`config.mk`:
```
export PLATFORM = sky130hd
export DESIGN_NAME = rra_top
export DESIGN_NICKNAME = d
export VERILOG_FILES = /design/src/inc/rra_pkg.sv /design/src/design/rra_apb_slave.sv /design/src/design/rra_flag_calc.sv /design/src/design/rra_top.sv
export SDC_FILE = /design/constraint.sdc
export NUM_CORES = 1
export LEC_CHECK = 0
export BUFFER_PORTS_ARGS = -buffer_cell sky130_fd_sc_hd__buf_2
export CELL_PAD_IN_SITES_DETAIL_PLACEMENT = 0
export CELL_PAD_IN_SITES_GLOBAL_PLACEMENT = 1
export CORE_MARGIN = 4
export CORE_UTILIZATION = 48
export DETAILED_ROUTE_END_ITERATION = 10
export PLACE_DENSITY = 0.95
export SLEW_MARGIN = 10
export SYNTH_ARGS = -nofsm -noshare
export SYNTH_HDL_FRONTEND = slang
export SYNTH_SLANG_ARGS = --single-unit
```
`constraint.sdc`:
```
create_clock -name CLK -period 5.5 [get_ports CLK]
set_clock_uncertainty 0.1 [all_clocks]
set_input_delay 0.825 -clock CLK [delete_from_list [all_inputs] [get_ports CLK]]
set_output_delay 0.825 -clock CLK [all_outputs]
set_load 0.02 [all_outputs]
```
`src/inc/rra_pkg.sv`:
```
// Shared constants and types of the round and rotate datapath slice
package rra_pkg;

    // ****************************************
    // Register map
    // ****************************************
    localparam logic [11:0] OFS_OPERAND_EXT = 12'h000;
    localparam logic [11:0] OFS_OPERAND_HI  = 12'h004;
    localparam logic [11:0] OFS_OPERAND_LO  = 12'h008;
    localparam logic [11:0] OFS_MODE        = 12'h00C;
    localparam logic [11:0] OFS_COMMAND     = 12'h010;
    localparam logic [11:0] OFS_STATUS_WORD = 12'h014;
    localparam logic [11:0] OFS_LOOP_CNT    = 12'h018;
    localparam logic [11:0] OFS_ENGINE      = 12'h01C;

    // ****************************************
    // Status word bit positions
    // ****************************************
    localparam int SR_C  = 0;
    localparam int SR_V  = 1;
    localparam int SR_Z  = 2;
    localparam int SR_N  = 3;
    localparam int SR_E  = 5;
    localparam int SR_L  = 6;
    localparam int SR_LF = 15;

    // ****************************************
    // Mode register bit positions
    // ****************************************
    localparam int MODE_RND_TWOS  = 0;
    localparam int MODE_CC_WIDTH  = 1;
    localparam int MODE_SAT_EN    = 2;

    // ****************************************
    // Command fields
    // ****************************************
    localparam int CMD_OP_LSB     = 0;
    localparam int CMD_DST_ACC    = 4;
    localparam int CMD_SRC_IMM    = 5;
    localparam int CMD_SRC_SAT    = 6;
    localparam int CMD_MV_LSB     = 8;
    localparam int CMD_MV_W       = 4;
    localparam int CMD_LIMIT_MV   = 12;
    localparam int CMD_IMM_LSB    = 16;

    // ****************************************
    // Widths, reset values and cycle counts
    // ****************************************
    localparam int LOOP_W        = 13;
    localparam int IMM_W         = 6;
    localparam logic [15:0] STATUS_RESET = 16'h0000;
    localparam logic [2:0]  MODE_RESET   = 3'h0;
    localparam int RND_CYCLES    = 2;
    localparam int ROT_CYCLES    = 2;
    localparam int REP_CYCLES    = 6;

    typedef enum logic [2:0] {
        OP_NONE, OP_ROUND, OP_ROL, OP_ROR, OP_REPEAT
    } rra_op_e;

endpackage

```
`src/design/rra_apb_slave.sv`:
```
// APB slave decode for the round and rotate slice
`timescale 1ns/100ps
module rra_apb_slave (
    input  wire logic        clk,
    input  wire logic        srst,
    input  wire logic        psel,
    input  wire logic        penable,
    input  wire logic        pwrite,
    input  wire logic [11:0] paddr,
    input  wire logic        engine_busy,
    output logic             wr_stb,
    output logic             rd_stb,
    output logic             pready_nxt,
    output logic             pslverr_nxt
);
    // ****************************************
    // Decode
    // ****************************************
    wire access_w = psel && penable;
    wire mapped_w = (paddr[1:0] == 2'b00) &&
                    (paddr <= rra_pkg::OFS_ENGINE);
    // Command writes stall while the engine is busy, giving back-pressure
    wire stall_w  = pwrite && engine_busy &&
                    (paddr == rra_pkg::OFS_COMMAND);
    logic done_r;

    always_ff @(posedge clk) begin
        if (srst) begin
            done_r <= 1'b0;
        end else begin
            done_r <= access_w && !stall_w && !done_r;
        end
    end

    // One wait state, answer on the second access edge
    assign pready_nxt  = access_w && !stall_w && !done_r;
    assign pslverr_nxt = pready_nxt && !mapped_w;
    assign wr_stb      = pready_nxt && mapped_w && pwrite;
    assign rd_stb      = pready_nxt && mapped_w && !pwrite;
endmodule

```
`src/design/rra_flag_calc.sv`:
```
// Result and flag computation of the round and rotate operations
`timescale 1ns/100ps
module rra_flag_calc (
    input  wire logic [2:0]  op,
    input  wire logic [35:0] acc_in,
    input  wire logic        dst_acc,
    input  wire logic        rnd_twos,
    input  wire logic        cc_width,
    input  wire logic        limit_mv,
    input  wire logic [15:0] sr_in,
    output logic [35:0]      acc_out,
    output logic [15:0]      sr_out
);
    // ****************************************
    // Rounding and rotation
    // ****************************************
    logic [36:0] sum_w;
    logic [35:0] rnd_w;
    logic        half_w;
    logic        ovf_w;
    logic [15:0] word_w;
    logic [15:0] rot_w;
    logic        c_new;

    always_comb begin
        sum_w  = {acc_in[35], acc_in} + 37'h0_0000_8000;
        half_w = (acc_in[15:0] == 16'h8000);
        rnd_w  = {sum_w[35:16], 16'h0000};
        if (!rnd_twos && half_w) begin
            rnd_w[16] = 1'b0;
        end
        ovf_w  = sum_w[36] ^ sum_w[35];
        word_w = dst_acc ? acc_in[31:16] : acc_in[15:0];
        rot_w  = 16'h0000;
        c_new  = sr_in[rra_pkg::SR_C];
        acc_out = acc_in;
        sr_out  = sr_in;
        if (op == 3'(rra_pkg::OP_ROUND)) begin
            acc_out = dst_acc ? rnd_w : {rnd_w[35:16], acc_in[15:0]};
            sr_out[rra_pkg::SR_N] = rnd_w[35];
            sr_out[rra_pkg::SR_Z] = (rnd_w == 36'h0_0000_0000);
            sr_out[rra_pkg::SR_V] = ovf_w;
            sr_out[rra_pkg::SR_L] = limit_mv | ovf_w;
            sr_out[rra_pkg::SR_E] = (rnd_w[35:31] != 5'h00) &&
                                    (rnd_w[35:31] != 5'h1F);
            if (cc_width) begin
                sr_out[rra_pkg::SR_N] = rnd_w[31];
                sr_out[rra_pkg::SR_Z] = (rnd_w[31:0] == 32'h0000_0000);
            end
        end else if (op == 3'(rra_pkg::OP_ROL) ||
                     op == 3'(rra_pkg::OP_ROR)) begin
            if (op == 3'(rra_pkg::OP_ROL)) begin
                rot_w = {word_w[14:0], sr_in[rra_pkg::SR_C]};
                c_new = word_w[15];
            end else begin
                rot_w = {sr_in[rra_pkg::SR_C], word_w[15:1]};
                c_new = word_w[0];
            end
            acc_out = dst_acc ? {acc_in[35:32], rot_w, acc_in[15:0]}
                              : {acc_in[35:16], rot_w};
            sr_out[rra_pkg::SR_C] = c_new;
            sr_out[rra_pkg::SR_N] = rot_w[15];
            sr_out[rra_pkg::SR_Z] = (rot_w == 16'h0000);
            sr_out[rra_pkg::SR_V] = 1'b0;
        end
    end
endmodule

```
`src/design/rra_top.sv`:
```
// Round, rotate and repeat datapath slice with APB register access
`timescale 1ns/100ps
module rra_top (
    input  wire logic        CLK,
    input  wire logic        SRST,
    input  wire logic        PSEL,
    input  wire logic        PENABLE,
    input  wire logic        PWRITE,
    input  wire logic [11:0] PADDR,
    input  wire logic [31:0] PWDATA,
    output logic      [31:0] PRDATA,
    output logic             PREADY,
    output logic             PSLVERR,
    output logic             REPEAT_STEP,
    output logic             SKIP_NEXT,
    output logic             IRQ_HOLD,
    output logic             BUSY
);
    // ****************************************
    // State
    // ****************************************
    typedef enum logic [1:0] {ST_IDLE, ST_EXEC, ST_LOOP} rra_state_e;

    rra_state_e  state_r;
    logic [35:0] acc_r;
    logic [15:0] sr_r;
    logic [2:0]  mode_r;
    logic [31:0] cmd_r;
    logic [12:0] lc_r;
    logic [12:0] lc_save_r;
    logic [7:0]  cyc_r;
    logic [35:0] acc_calc;
    logic [15:0] sr_calc;
    logic        wr_stb;
    logic        rd_stb;
    logic        pready_nxt;
    logic        pslverr_nxt;

    rra_apb_slave u_apb (
        .clk         (CLK),
        .srst        (SRST),
        .psel        (PSEL),
        .penable     (PENABLE),
        .pwrite      (PWRITE),
        .paddr       (PADDR),
        .engine_busy (state_r != ST_IDLE),
        .wr_stb      (wr_stb),
        .rd_stb      (rd_stb),
        .pready_nxt  (pready_nxt),
        .pslverr_nxt (pslverr_nxt)
    );

    // ****************************************
    // Command decode
    // ****************************************
    wire [2:0] op_w      = cmd_r[rra_pkg::CMD_OP_LSB +: 3];
    wire       dst_acc_w = cmd_r[rra_pkg::CMD_DST_ACC];
    wire [3:0] mv_w      = cmd_r[rra_pkg::CMD_MV_LSB +: rra_pkg::CMD_MV_W];
    wire       cmd_wr_w  = wr_stb && (PADDR == rra_pkg::OFS_COMMAND);
    wire [2:0] new_op_w  = PWDATA[rra_pkg::CMD_OP_LSB +: 3];
    wire       is_rep_w  = (op_w == 3'(rra_pkg::OP_REPEAT));

    rra_flag_calc u_calc (
        .op       (op_w),
        .acc_in   (acc_r),
        .dst_acc  (dst_acc_w),
        .rnd_twos (mode_r[rra_pkg::MODE_RND_TWOS]),
        .cc_width (mode_r[rra_pkg::MODE_CC_WIDTH]),
        .limit_mv (cmd_r[rra_pkg::CMD_LIMIT_MV]),
        .sr_in    (sr_r),
        .acc_out  (acc_calc),
        .sr_out   (sr_calc)
    );

    // Cycle budget of the running operation
    function automatic logic [7:0] op_cycles(input logic [2:0] op,
                                             input logic [3:0] mv);
        if (op == 3'(rra_pkg::OP_ROUND)) begin
            op_cycles = 8'(rra_pkg::RND_CYCLES) + {4'h0, mv};
        end else if (op == 3'(rra_pkg::OP_REPEAT)) begin
            op_cycles = 8'(rra_pkg::REP_CYCLES);
        end else begin
            op_cycles = 8'(rra_pkg::ROT_CYCLES);
        end
    endfunction

    // ****************************************
    // Repeat count source
    // ****************************************
    // immediate count
    wire [12:0] imm_cnt_w = {7'h00,
        PWDATA[rra_pkg::CMD_IMM_LSB +: rra_pkg::IMM_W]};
    // Register count: 13 bits of the supplied word from bit CMD_IMM_LSB up
    wire [12:0] reg_cnt_w = PWDATA[rra_pkg::CMD_IMM_LSB +: 13];
    wire [12:0] rep_cnt_w = PWDATA[rra_pkg::CMD_SRC_IMM] ? imm_cnt_w
                                                         : reg_cnt_w;
    wire        start_w   = cmd_wr_w && (new_op_w != 3'(rra_pkg::OP_NONE));
    wire        last_w    = (cyc_r == 8'h01);

    // ****************************************
    // Sequencer
    // ****************************************
    always_ff @(posedge CLK) begin
        if (SRST) begin
            state_r   <= ST_IDLE;
            cmd_r     <= 32'h0000_0000;
            cyc_r     <= 8'h00;
            lc_r      <= 13'h0000;
            lc_save_r <= 13'h0000;
        end else begin
            unique case (state_r)
                ST_IDLE: begin
                    if (start_w) begin
                        state_r <= ST_EXEC;
                        cmd_r   <= PWDATA;
                        cyc_r   <= op_cycles(new_op_w,
                            PWDATA[rra_pkg::CMD_MV_LSB +: rra_pkg::CMD_MV_W]);
                        if (new_op_w == 3'(rra_pkg::OP_REPEAT)) begin
                            lc_save_r <= lc_r;
                            lc_r      <= rep_cnt_w;
                        end
                    end else if (wr_stb &&
                                 PADDR == rra_pkg::OFS_LOOP_CNT) begin
                        lc_r <= PWDATA[12:0];
                    end
                end
                ST_EXEC: begin
                    cyc_r <= cyc_r - 8'h01;
                    if (last_w) begin
                        state_r <= (is_rep_w && lc_r != 13'h0000)
                                   ? ST_LOOP : ST_IDLE;
                        if (is_rep_w && lc_r == 13'h0000) begin
                            lc_r <= lc_save_r;
                        end
                    end
                end
                ST_LOOP: begin
                    // run until counter is one, then restore
                    if (lc_r == 13'h0001) begin
                        lc_r    <= lc_save_r;
                        state_r <= ST_IDLE;
                    end else begin
                        lc_r <= lc_r - 13'h0001;
                    end
                end
            endcase
        end
    end

    // ****************************************
    // Datapath registers
    // ****************************************
    wire exec_end_w = (state_r == ST_EXEC) && last_w;

    always_ff @(posedge CLK) begin
        if (SRST) begin
            acc_r  <= 36'h0_0000_0000;
            sr_r   <= rra_pkg::STATUS_RESET;
            mode_r <= rra_pkg::MODE_RESET;
        end else begin
            if (exec_end_w && !is_rep_w) begin
                acc_r <= acc_calc;
                sr_r  <= sr_calc;
            end else if (exec_end_w) begin
                sr_r[rra_pkg::SR_L] <= sr_r[rra_pkg::SR_L] |
                    (!cmd_r[rra_pkg::CMD_SRC_IMM] &&
                     cmd_r[rra_pkg::CMD_SRC_SAT]);
            end else if (wr_stb && state_r == ST_IDLE) begin
                if (PADDR == rra_pkg::OFS_OPERAND_EXT) begin
                    acc_r[35:32] <= PWDATA[3:0];
                end
                if (PADDR == rra_pkg::OFS_OPERAND_HI) begin
                    acc_r[31:16] <= PWDATA[15:0];
                end
                if (PADDR == rra_pkg::OFS_OPERAND_LO) begin
                    acc_r[15:0] <= PWDATA[15:0];
                end
                if (PADDR == rra_pkg::OFS_STATUS_WORD) begin
                    sr_r <= PWDATA[15:0];
                end
            end
            if (wr_stb && PADDR == rra_pkg::OFS_MODE) begin
                mode_r <= PWDATA[2:0];
            end
        end
    end

    // ****************************************
    // Read mux and registered outputs
    // ****************************************
    logic [31:0] rd_mux;
    always_comb begin
        unique case (PADDR)
            rra_pkg::OFS_OPERAND_EXT: rd_mux = {28'h000_0000, acc_r[35:32]};
            rra_pkg::OFS_OPERAND_HI:  rd_mux = {16'h0000, acc_r[31:16]};
            rra_pkg::OFS_OPERAND_LO:  rd_mux = {16'h0000, acc_r[15:0]};
            rra_pkg::OFS_MODE:        rd_mux = {29'h0000_0000, mode_r};
            rra_pkg::OFS_COMMAND:     rd_mux = cmd_r;
            rra_pkg::OFS_STATUS_WORD: rd_mux = {16'h0000,
                state_r == ST_LOOP, sr_r[14:0]};
            rra_pkg::OFS_LOOP_CNT:    rd_mux = {19'h0_0000, lc_r};
            rra_pkg::OFS_ENGINE:      rd_mux = {22'h00_0000, state_r, cyc_r};
            default:                  rd_mux = 32'h0000_0000;
        endcase
    end

    always_ff @(posedge CLK) begin
        if (SRST) begin
            PRDATA      <= 32'h0000_0000;
            PREADY      <= 1'b0;
            PSLVERR     <= 1'b0;
            REPEAT_STEP <= 1'b0;
            SKIP_NEXT   <= 1'b0;
            IRQ_HOLD    <= 1'b0;
            BUSY        <= 1'b0;
        end else begin
            PRDATA  <= rd_stb ? rd_mux : 32'h0000_0000;
            PREADY  <= pready_nxt;
            PSLVERR <= pslverr_nxt;
            REPEAT_STEP <= (state_r == ST_LOOP);
            IRQ_HOLD    <= (state_r != ST_IDLE) && is_rep_w;
            SKIP_NEXT   <= exec_end_w && is_rep_w && lc_r == 13'h0000;
            BUSY        <= (state_r != ST_IDLE);
        end
    end
endmodule

```
==> results of run 1 <==
worst register-to-register path: stages (launching register included):
cell and delay, ps:
dfxtp_1 360, inv_1 90, ha_1 530, and4bb_2 350, nand2_1 150, nor3_1 390, nor2_2 140, nor3_4 870
mux2_2 420, nor2_1 80
power by group:
group | internal (uW) | switching [uW]
Clock | 745 | 542
Sequential | 1170 | 28.2
Combinational | 85.0 | 175
Total | 2000 | 745
synth_stat cells, drive strengths merged, types with 3 or more instances:
| cell type | number | area, um^2 |
|---|---|---|
| o21ai | 37 | 185 |
| nand4 | 15 | 109 |
| mux2i | 60 | 601 |
| o221ai | 6 | 52.6 |
| a221oi | 14 | 123 |
| nand2 | 196 | 736 |
| clkbuf | 67 | 251 |
| ha | 9 | 113 |
| inv | 26 | 97.6 |
| nor2 | 94 | 355 |
| xor2 | 19 | 166 |
| nor4 | 16 | 143 |
| or3 | 6 | 42.5 |
| o22ai | 10 | 62.6 |
| a311oi | 7 | 61.3 |
| and3 | 6 | 37.5 |
| a21oi | 127 | 643 |
| a211oi | 13 | 97.6 |
| o31ai | 7 | 52.6 |
| and2 | 21 | 131 |
| nor3 | 29 | 178 |
| o211ai | 11 | 82.6 |
| a31oi | 11 | 68.8 |
| xnor2 | 13 | 114 |
| a21o | 3 | 22.5 |
| a2111oi | 4 | 41.3 |
| or4 | 4 | 30.0 |
| a22o | 4 | 35.0 |
| nand3b | 7 | 52.6 |
| a222oi | 8 | 80.1 |
| nor3b | 5 | 48.8 |
| nand3 | 20 | 105 |
| a31o | 3 | 26.3 |
| a22oi | 22 | 165 |
| dfxtp | 160 | 3200 |
| buf | 22 | 120 |
| mux4 | 3 | 67.6 |
| o41ai | 3 | 26.3 |
sequential cells by signal, summed over array words and instances (netlist names):
name / flops
sr_r: 15
SKIP_NEXT: 1
acc_r: 36
REPEAT_STEP: 1
lc_save_r: 13
u_apb.done_r: 1
cyc_r: 8
PSLVERR: 1
cmd_r: 32
IRQ_HOLD: 1
BUSY: 1
lc_r: 13
PRDATA: 32
state_r: 2
mode_r: 3
cells by family (layout without fill, tap and decap cells):
family,count (synthesis),after routing,share of synthesized area (%)
simple gates,431,431,23.6
fa+ha+maj,9,9,1.29
buf+inv,115,155,5.35
mux,65,65,7.88
compound gates,302,302,22.1
xor+xnor,32,32,3.20
flops,160,160,36.6
metrics by stage:
| stage | cells | setup slack [ps] | cell area (um^2) | util [%] |
|---|---|---|---|---|
| global route | 1383 | 1750 | 9840 | 54.8 |
| floorplan | 1114 | 2570 | 8760 | - |
| global placement | 1351 | 1680 | 9200 | 51.2 |
| detailed placement | 1351 | 1680 | 9200 | 51.2 |
| finish | 1383 | 1950 | 9840 | 54.8 |
| CTS | 1383 | 2050 | 9840 | 54.8 |
worst min-delay path by stage:
stage | startpoint | end | slack [ps] | cells after the start
finish | cmd_r[25] | cmd_r[25] | 350 | 2
global route | lc_save_r[9] | lc_save_r[9] | 370 | 2
detailed placement | cmd_r[20] | PRDATA[20] | 340 | 1
floorplan | cmd_r[22] | cmd_r[22] | 330 | 2
CTS | cmd_r[25] | cmd_r[25] | 350 | 2
global placement | cmd_r[16] | PRDATA[16] | 330 | 1
per-layer routing:
metal,GRT usage [%],up-vias,share of wire (%)
met2,45.5,492,47
met5,0,-,0
met3,6.36,90,9.1
met1,37.2,4198,41
met4,10.5,0,3.3
li1,-,4064,-
cell type report:
| type | count | area, um^2 |
|---|---|---|
| clock inverters | 14 | 195 |
| clock buffers | 18 | 439 |
| fillers | 1697 | 8130 |
| inverters | 26 | 97.6 |
| multi-input cells | 839 | 5100 |
| repair buffers | 97 | 515 |
| well taps | 229 | 287 |
| flip-flops and latches | 160 | 3200 |
==> flow_metrics.tcl, run 1 <==
set metrics [dict create \
    portBuffers 86 \
    drive_gt1_share_pct 13.7 \
    drt-initial-drc-count 1109 \
    min_path_type "reg -> reg" \
    worstMarginPinSlew_ps 1080 \
    timing.final.hold_violations 0 \
    end_kind "flop" \
    syn_avg_cell_area_um2 7.87 \
    max_stage_delay_ps 870 \
    rows 49 \
    synthToLayoutAreaGrowth_pct 12.3 \
    cts.path.max_buffers 2 \
    grt_pass1_wl_um 45400 \
    worstPathArrival_ps 3830 \
    setup.worst_path.end "acc_r[4]" \
    synth_warnings 0 \
    syn-num-nets 1172 \
    wl_um 29000 \
    start_util_pct 48.8 \
    maxCapViolCount 0 \
    synthCells 1114 \
    layout_common_cells "nand2_1, dfxtp_1, a21oi_1" \
    synthDistinctLibCells 73 \
    worstSetupStartpoint "state_r[1]" \
    reg2reg_setup_slack_ps 1950 \
    period_share_pct 64.6 \
    worstSetupPathType "reg -> reg" \
    antenna_cells 0 \
    max-vdd-ir-drop_mv 0.253 \
    clkLatencyLatePin_ps 440 \
    vias_per_cell 6.39 \
    overflow 0 \
    first_global_vias 8218 \
    synth_edf_count 0 \
    dieArea_um2 20500 \
    fmax_mhz 281 \
    die_x_um 143 \
    io_pins 87 \
    grtUsageTotal_pct 28.3 \
    ys_seq_area_share_pct 36.6 \
    final_common_cell "nand2_1" \
    crit_path_start_kind "flop" \
    p_total_uw 2750 \
    grt_max_degree 65 \
    cts_inserted_buffers 17 \
    critPathTopFamily "simple AND/OR/NAND/NOR gates" \
    cts_setup_buffers 0 \
    cts.clk_slew.worst_paths_ps 70 \
    first_pass_iters 9 \
    core_um2 18000 \
    path_cells "inv_1 > ha_1 > and4bb_2 > nand2_1 > nor3_1 > nor2_2 > nor3_4 > mux2_2 > nor2_1" \
    reg2reg_from "state_r[1]" \
    synth_top_flop_cell "dfxtp_1" \
    die_h_um 143 \
    slew-limit-headroom_pct 27.9 \
    async_flop_share_pct 0 \
    cp.depth 9 \
    num_vias 8844 \
    cpMaxStageDelayCell "nor3_4" \
    worst_ep_required_time_ps 5770 \
    hpwl_um 20300 \
    path_max_fanout 23 \
    avgRoutedWirePerCell_um 21.0 \
    gp_congestion 0.950 \
    cts_tree "yes" \
    htreeDepth 4 \
    root_buffer "clkbuf_16" \
    outcome "complete, no violations" \
    slew_violations 0 \
    drc 0 \
    ctsHoldBuffers 0 \
    cts_resized 0 \
    hold_ws_ps 350 \
    antenna_found_initial 0 \
    period_needed_ps 3550 \
    setup_violations 0 \
    crit_buf_inv 1 \
    synth_seq_cells 160 \
    cts_sinks 160 \
    rsz0062_at_grt "false" \
    detail-route-antenna-nets 0 \
    final_nets 1199 \
    power_density_nw_per_um2 279 \
    reg2reg_depth 9 \
    reg2reg_to "acc_r[4]" \
    synthesis.area_um2 8760 \
    p_leak_uw 0.00361 \
    setup_tns_ps 0 \
]
Power figures use the tool's default switching activity.
==> run 2: changes to the inputs <==
--- a/config.mk
+++ b/config.mk
@@ -9,9 +9,9 @@
 export CELL_PAD_IN_SITES_DETAIL_PLACEMENT = 0
 export CELL_PAD_IN_SITES_GLOBAL_PLACEMENT = 1
 export CORE_MARGIN = 4
-export CORE_UTILIZATION = 48
+export CORE_UTILIZATION = 40
 export DETAILED_ROUTE_END_ITERATION = 10
-export PLACE_DENSITY = 0.95
+export PLACE_DENSITY = 0.85
 export SLEW_MARGIN = 10
 export SYNTH_ARGS = -nofsm -noshare
 export SYNTH_HDL_FRONTEND = slang
==> constraint.sdc (replaced) <==
create_clock -name CLK -period 3 [get_ports CLK]
set_clock_uncertainty 0.1 [all_clocks]
set_input_delay 0.45 -clock CLK [delete_from_list [all_inputs] [get_ports CLK]]
set_output_delay 0.45 -clock CLK [all_outputs]
set_load 0.02 [all_outputs]
==> run 2 against run 1 <==
  * Worst setup slack got worse by 1700 ps
  * Cell count grew 7.7%
  * Clock-buffer cell count unchanged
  * Clock power rose by 63%
  * Sequential power increased by 83%
  * Largest cell class unchanged
  * Largest power group is now registers
  * Highest routed layer unchanged
==> flow_metrics.tcl, run 2 (same netlist as run 1, synthesis figures left out) <==
set metrics [dict create \
    crit_path_start_kind "flop" \
    dpl_cell_area_um2 9740 \
    power_density_nw_per_um2 466 \
    utilization_pct 48.4 \
    cts_setup_buffers 0 \
    worstSetupPathType "reg -> reg" \
    final_nets 1260 \
    first_global_vias 8399 \
    max-vdd-ir-drop_mv 0.418 \
    sequential_cell_area_um2 3200 \
    wl_um 30400 \
    worstPathArrival_ps 3050 \
    ctsHoldBuffers 0 \
    layout_common_cells "nand2_1, dfxtp_1, a21oi_1" \
    cpMaxStageDelayCell "or3_4" \
    period_share_pct 92.0 \
    cts.clk_slew.worst_paths_ps 70 \
    rows 53 \
    antenna_found_initial 0 \
    core_um2 21300 \
    slew_violations 0 \
    maxCapViolCount 0 \
    critPathTopFamily "simple AND/OR/NAND/NOR gates" \
    clkLatencyLatePin_ps 440 \
    vias_per_cell 5.97 \
    fin_area_um2 10300 \
    num_vias 8891 \
    path_max_fanout 13 \
    path_cells "inv_1 > ha_1 > and4bb_2 > nand2_1 > nor3_1 > nor2_2 > or3_4 > a2111oi_2 > a31o_2" \
    io_pins 87 \
    grt_util_met1_pct 33.0 \
    drc 0 \
    end_kind "flop" \
    p_leak_uw 0.00389 \
    setup_tns_ps 0 \
    min_path_type "in -> reg" \
    max_stage_delay_ps 510 \
    p_total_uw 4800 \
    overflow 0 \
    gp_congestion 0.944 \
    worst_ep_required_time_ps 3290 \
    root_buffer "clkbuf_16" \
    grtUsageTotal_pct 24.5 \
    cts_resized 0 \
    cts_tree "yes" \
    grt.busiest_layer "met2" \
    die_x_um 156 \
    avgRoutedWirePerCell_um 20.4 \
    grt_use_met2_pct 37.9 \
    fmax_mhz 362 \
    worstMarginPinSlew_ps 690 \
    largest_reg_flops 36 \
    setup_violations 0 \
    first_pass_iters 6 \
    htreeDepth 4 \
    die_h_um 156 \
    hpwl_um 22100 \
    grtUsageMet3_pct 5.33 \
    multiInputGateArea_um2 5100 \
    largest_registers "acc_r: 36 flops, PRDATA: 32 flops, cmd_r: 32 flops" \
    drive_gt1_share_pct 18.0 \
    drt-initial-drc-count 957 \
    dieArea_um2 24300 \
    timing.final.hold_violations 0 \
    cts.path.max_buffers 2 \
    fillers 2090 \
    crit_buf_inv 1 \
    top_register "acc_r" \
    final_common_cell "nand2_1" \
    outcome "complete, no violations" \
    instances_no_fill 1489 \
    detail-route-antenna-nets 0 \
    start_util_pct 41.2 \
    portBuffers 86 \
    cts_sinks 160 \
    rsz0062_at_grt "false" \
    grt_pass1_wl_um 46900 \
    antenna_cells 0 \
    dpl.cell_count 1458 \
    cts_inserted_buffers 17 \
    synthToLayoutAreaGrowth_pct 17.5 \
    grt_max_degree 115 \
    slew-limit-headroom_pct 53.8 \
    period_needed_ps 2760 \
]
## run 2: layout make-up
| cell class | instances | share of cell area (%) |
|---|---|---|
| Multi-Input combinational cell | 839 | 49.5 |
| Sequential cell | 160 | 31.1 |
| Timing Repair Buffer | 158 | 9.70 |
| Clock buffer | 18 | 4.27 |
| Tap cell | 275 | 3.34 |
| Clock inverter | 13 | 1.12 |
| Inverter | 26 | 0.948 |
## run 2: where the power goes
group	internal, uW	switching (uW)
sequential	2150	46.5
clock	1110	989
combinational	175	328
total	3430	1360
## run 2: metal layers
metal / part of all wire, % / vias up
li1: - / 4192
met1: 43 / 4236
met2: 45 / 389
met3: 8.0 / 74
met4: 3.7 / 0
met5: 0 / -
## run 2: metrics by stage
step | setup WS (ps) | hold slack [ps]
floorplan | 446 | 327
global placement | 198 | 335
detailed placement | 130 | 339
CTS | 279 | 137
global route | 85.3 | 150
finish | 239 | 145
## run 2: final timing paths
kind,startpoint,end,slack [ps],depth (start not counted)
worst max-delay path,state_r[1],acc_r[30],240,9
worst min-delay path,PWRITE,u_apb.done_r,140,2
worst min register to register,cmd_r[22],cmd_r[22],350,2
worst max register to register,state_r[1],acc_r[30],240,9
==> run 3: changes to the inputs <==
--- a/config.mk
+++ b/config.mk
@@ -12,6 +12,7 @@
 export CORE_UTILIZATION = 40
 export DETAILED_ROUTE_END_ITERATION = 10
 export PLACE_DENSITY = 0.85
+export REMOVE_ABC_BUFFERS = 1
 export SLEW_MARGIN = 10
 export SYNTH_ARGS = -nofsm -noshare
 export SYNTH_HDL_FRONTEND = slang
==> run 3 against run 2 <==
  * Die area did not move
  * Critical path depth fell by 1
  * Clock-buffer cell count did not move
  * Register-to-register slack got worse by 30 ps
  * Sequential share of layout area barely moved
  * Sequential cell count did not move
  * Cell count fell by 0.27%
  * Worst setup slack got worse by 25 ps
  * Final area barely moved
  * Largest power group is now clock
==> flow_metrics.tcl, run 3 (same netlist as run 1, synthesis figures left out) <==
set metrics [dict create \
    power_density_nw_per_um2 476 \
    setup_violations 0 \
    worstPathArrival_ps 3080 \
    hold_ws_ps 125 \
    cts_inserted_buffers 17 \
    timing.final.hold_violations 0 \
    vias_per_cell 5.99 \
    overflow 0 \
    io_pins 87 \
    die_h_um 156 \
    detail-route-antenna-nets 0 \
    worstSetupPathType "reg -> reg" \
    drc 0 \
    synthToLayoutAreaGrowth_pct 17.5 \
    rsz0062_at_grt "false" \
    end_kind "flop" \
    avgRoutedWirePerCell_um 20.6 \
    antenna_cells 0 \
    rows 53 \
    cts_sinks 160 \
    die_x_um 156 \
    cts_resized 0 \
    fmax_mhz 359 \
    root_buffer "clkbuf_16" \
    hpwl_um 22200 \
    final_nets 1256 \
    largest_reg_flops 36 \
    path_max_fanout 13 \
    clkLatencyLatePin_ps 440 \
    htreeDepth 4 \
    layout_common_cells "nand2_1, dfxtp_1, a21oi_1" \
    cpMaxStageDelayCell "or3_4" \
    cts_setup_buffers 0 \
    period_needed_ps 2790 \
    num_vias 8902 \
    dieArea_um2 24300 \
    portBuffers 86 \
    ctsHoldBuffers 0 \
    slew_violations 0 \
    min_path_type "in -> reg" \
    p_total_uw 4910 \
    grt_max_degree 88 \
    core_um2 21300 \
    max-vdd-ir-drop_mv 0.301 \
    antenna_found_initial 0 \
    drive_gt1_share_pct 17.7 \
    first_pass_iters 6 \
    grt_pass1_wl_um 47200 \
    worstMarginPinSlew_ps 1020 \
    top_register "acc_r" \
    drt-initial-drc-count 1205 \
    final_common_cell "nand2_1" \
    largest_registers "acc_r: 36 flops, PRDATA: 32 flops, cmd_r: 32 flops" \
    outcome "complete, no violations" \
    slew-limit-headroom_pct 32.1 \
    crit_path_start_kind "flop" \
    maxCapViolCount 0 \
    cts_tree "yes" \
    first_global_vias 8120 \
    p_leak_uw 0.00388 \
    cts.path.max_buffers 2 \
    cts.clk_slew.worst_paths_ps 70 \
    gp_congestion 0.914 \
    worst_ep_required_time_ps 3290 \
    wl_um 30700 \
    path_cells "ha_1 > and4bb_2 > nand2_1 > nor3_1 > nor2_2 > or3_4 > a2111oi_2 > a31o_2" \
    max_stage_delay_ps 510 \
    grtUsageTotal_pct 24.8 \
    period_share_pct 92.9 \
    start_util_pct 41.2 \
]
==> run 3: cell count changes in the layout (fill, tap and decap cells not counted), sizes merged <==
cell and delta:
buf -4, inv -1, bufinv +1
==> run 3: area by class of cell <==
| type | count | area [um^2] |
|---|---|---|
| clock buffer | 18 | 439 |
| tap | 275 | 344 |
| fill | 2127 | 11000 |
| multi-input combinational | 839 | 5110 |
| timing repair buffer | 154 | 968 |
| sequential | 160 | 3200 |
| clock inverter | 13 | 141 |
| inverter | 26 | 97.6 |
==> run 3: final timing paths <==
path,from,end,slack [ps],cells past startpoint
hold / removal,PWRITE,u_apb.done_r,130,2
setup reg to reg,state_r[0],acc_r[30],210,8
setup / recovery,state_r[0],acc_r[30],210,8
hold reg to reg,cmd_r[25],cmd_r[25],350,2
==> run 3: critical path, delay by kind of cell, from the launching register on <==
kind,cells,cell delay [ps]
and+or+nand+nor,5,1500
adders and majority gates,1,230
DFF,1,430
AOI/OAI and AO/OA,2,460
==> run 3: layer usage <==
layer	wire [um]	global-route usage, %	up-vias
li1	-	-	4175
met1	13700	36.2	4234
met2	13600	37.3	444
met3	2650	4.08	49
met4	714	7.88	0
met5	0	0	-
==> run 3: stage by stage <==
stage                     util [%]  cells  TNS, ps  cell area (um^2)  setup slack [ps]
after detailed placement      45.7   1454        0              9720              45.2
final                         48.4   1485        0             10300               214
after CTS                     48.4   1485        0             10300               257
after floorplan                  -   1025    -1240              8390              -134
after global placement        45.7   1454        0              9720              87.1
after global routing          48.4   1485        0             10300               159
==> run 3: where the power goes <==
part / internal (uW) / switching [uW] / leakage, uW
sequential: 2150 / 44.6 / 0.00129
clock: 1190 / 1000 / 0.000284
combinational: 176 / 341 / 0.00231
total: 3520 / 1390 / 0.00388
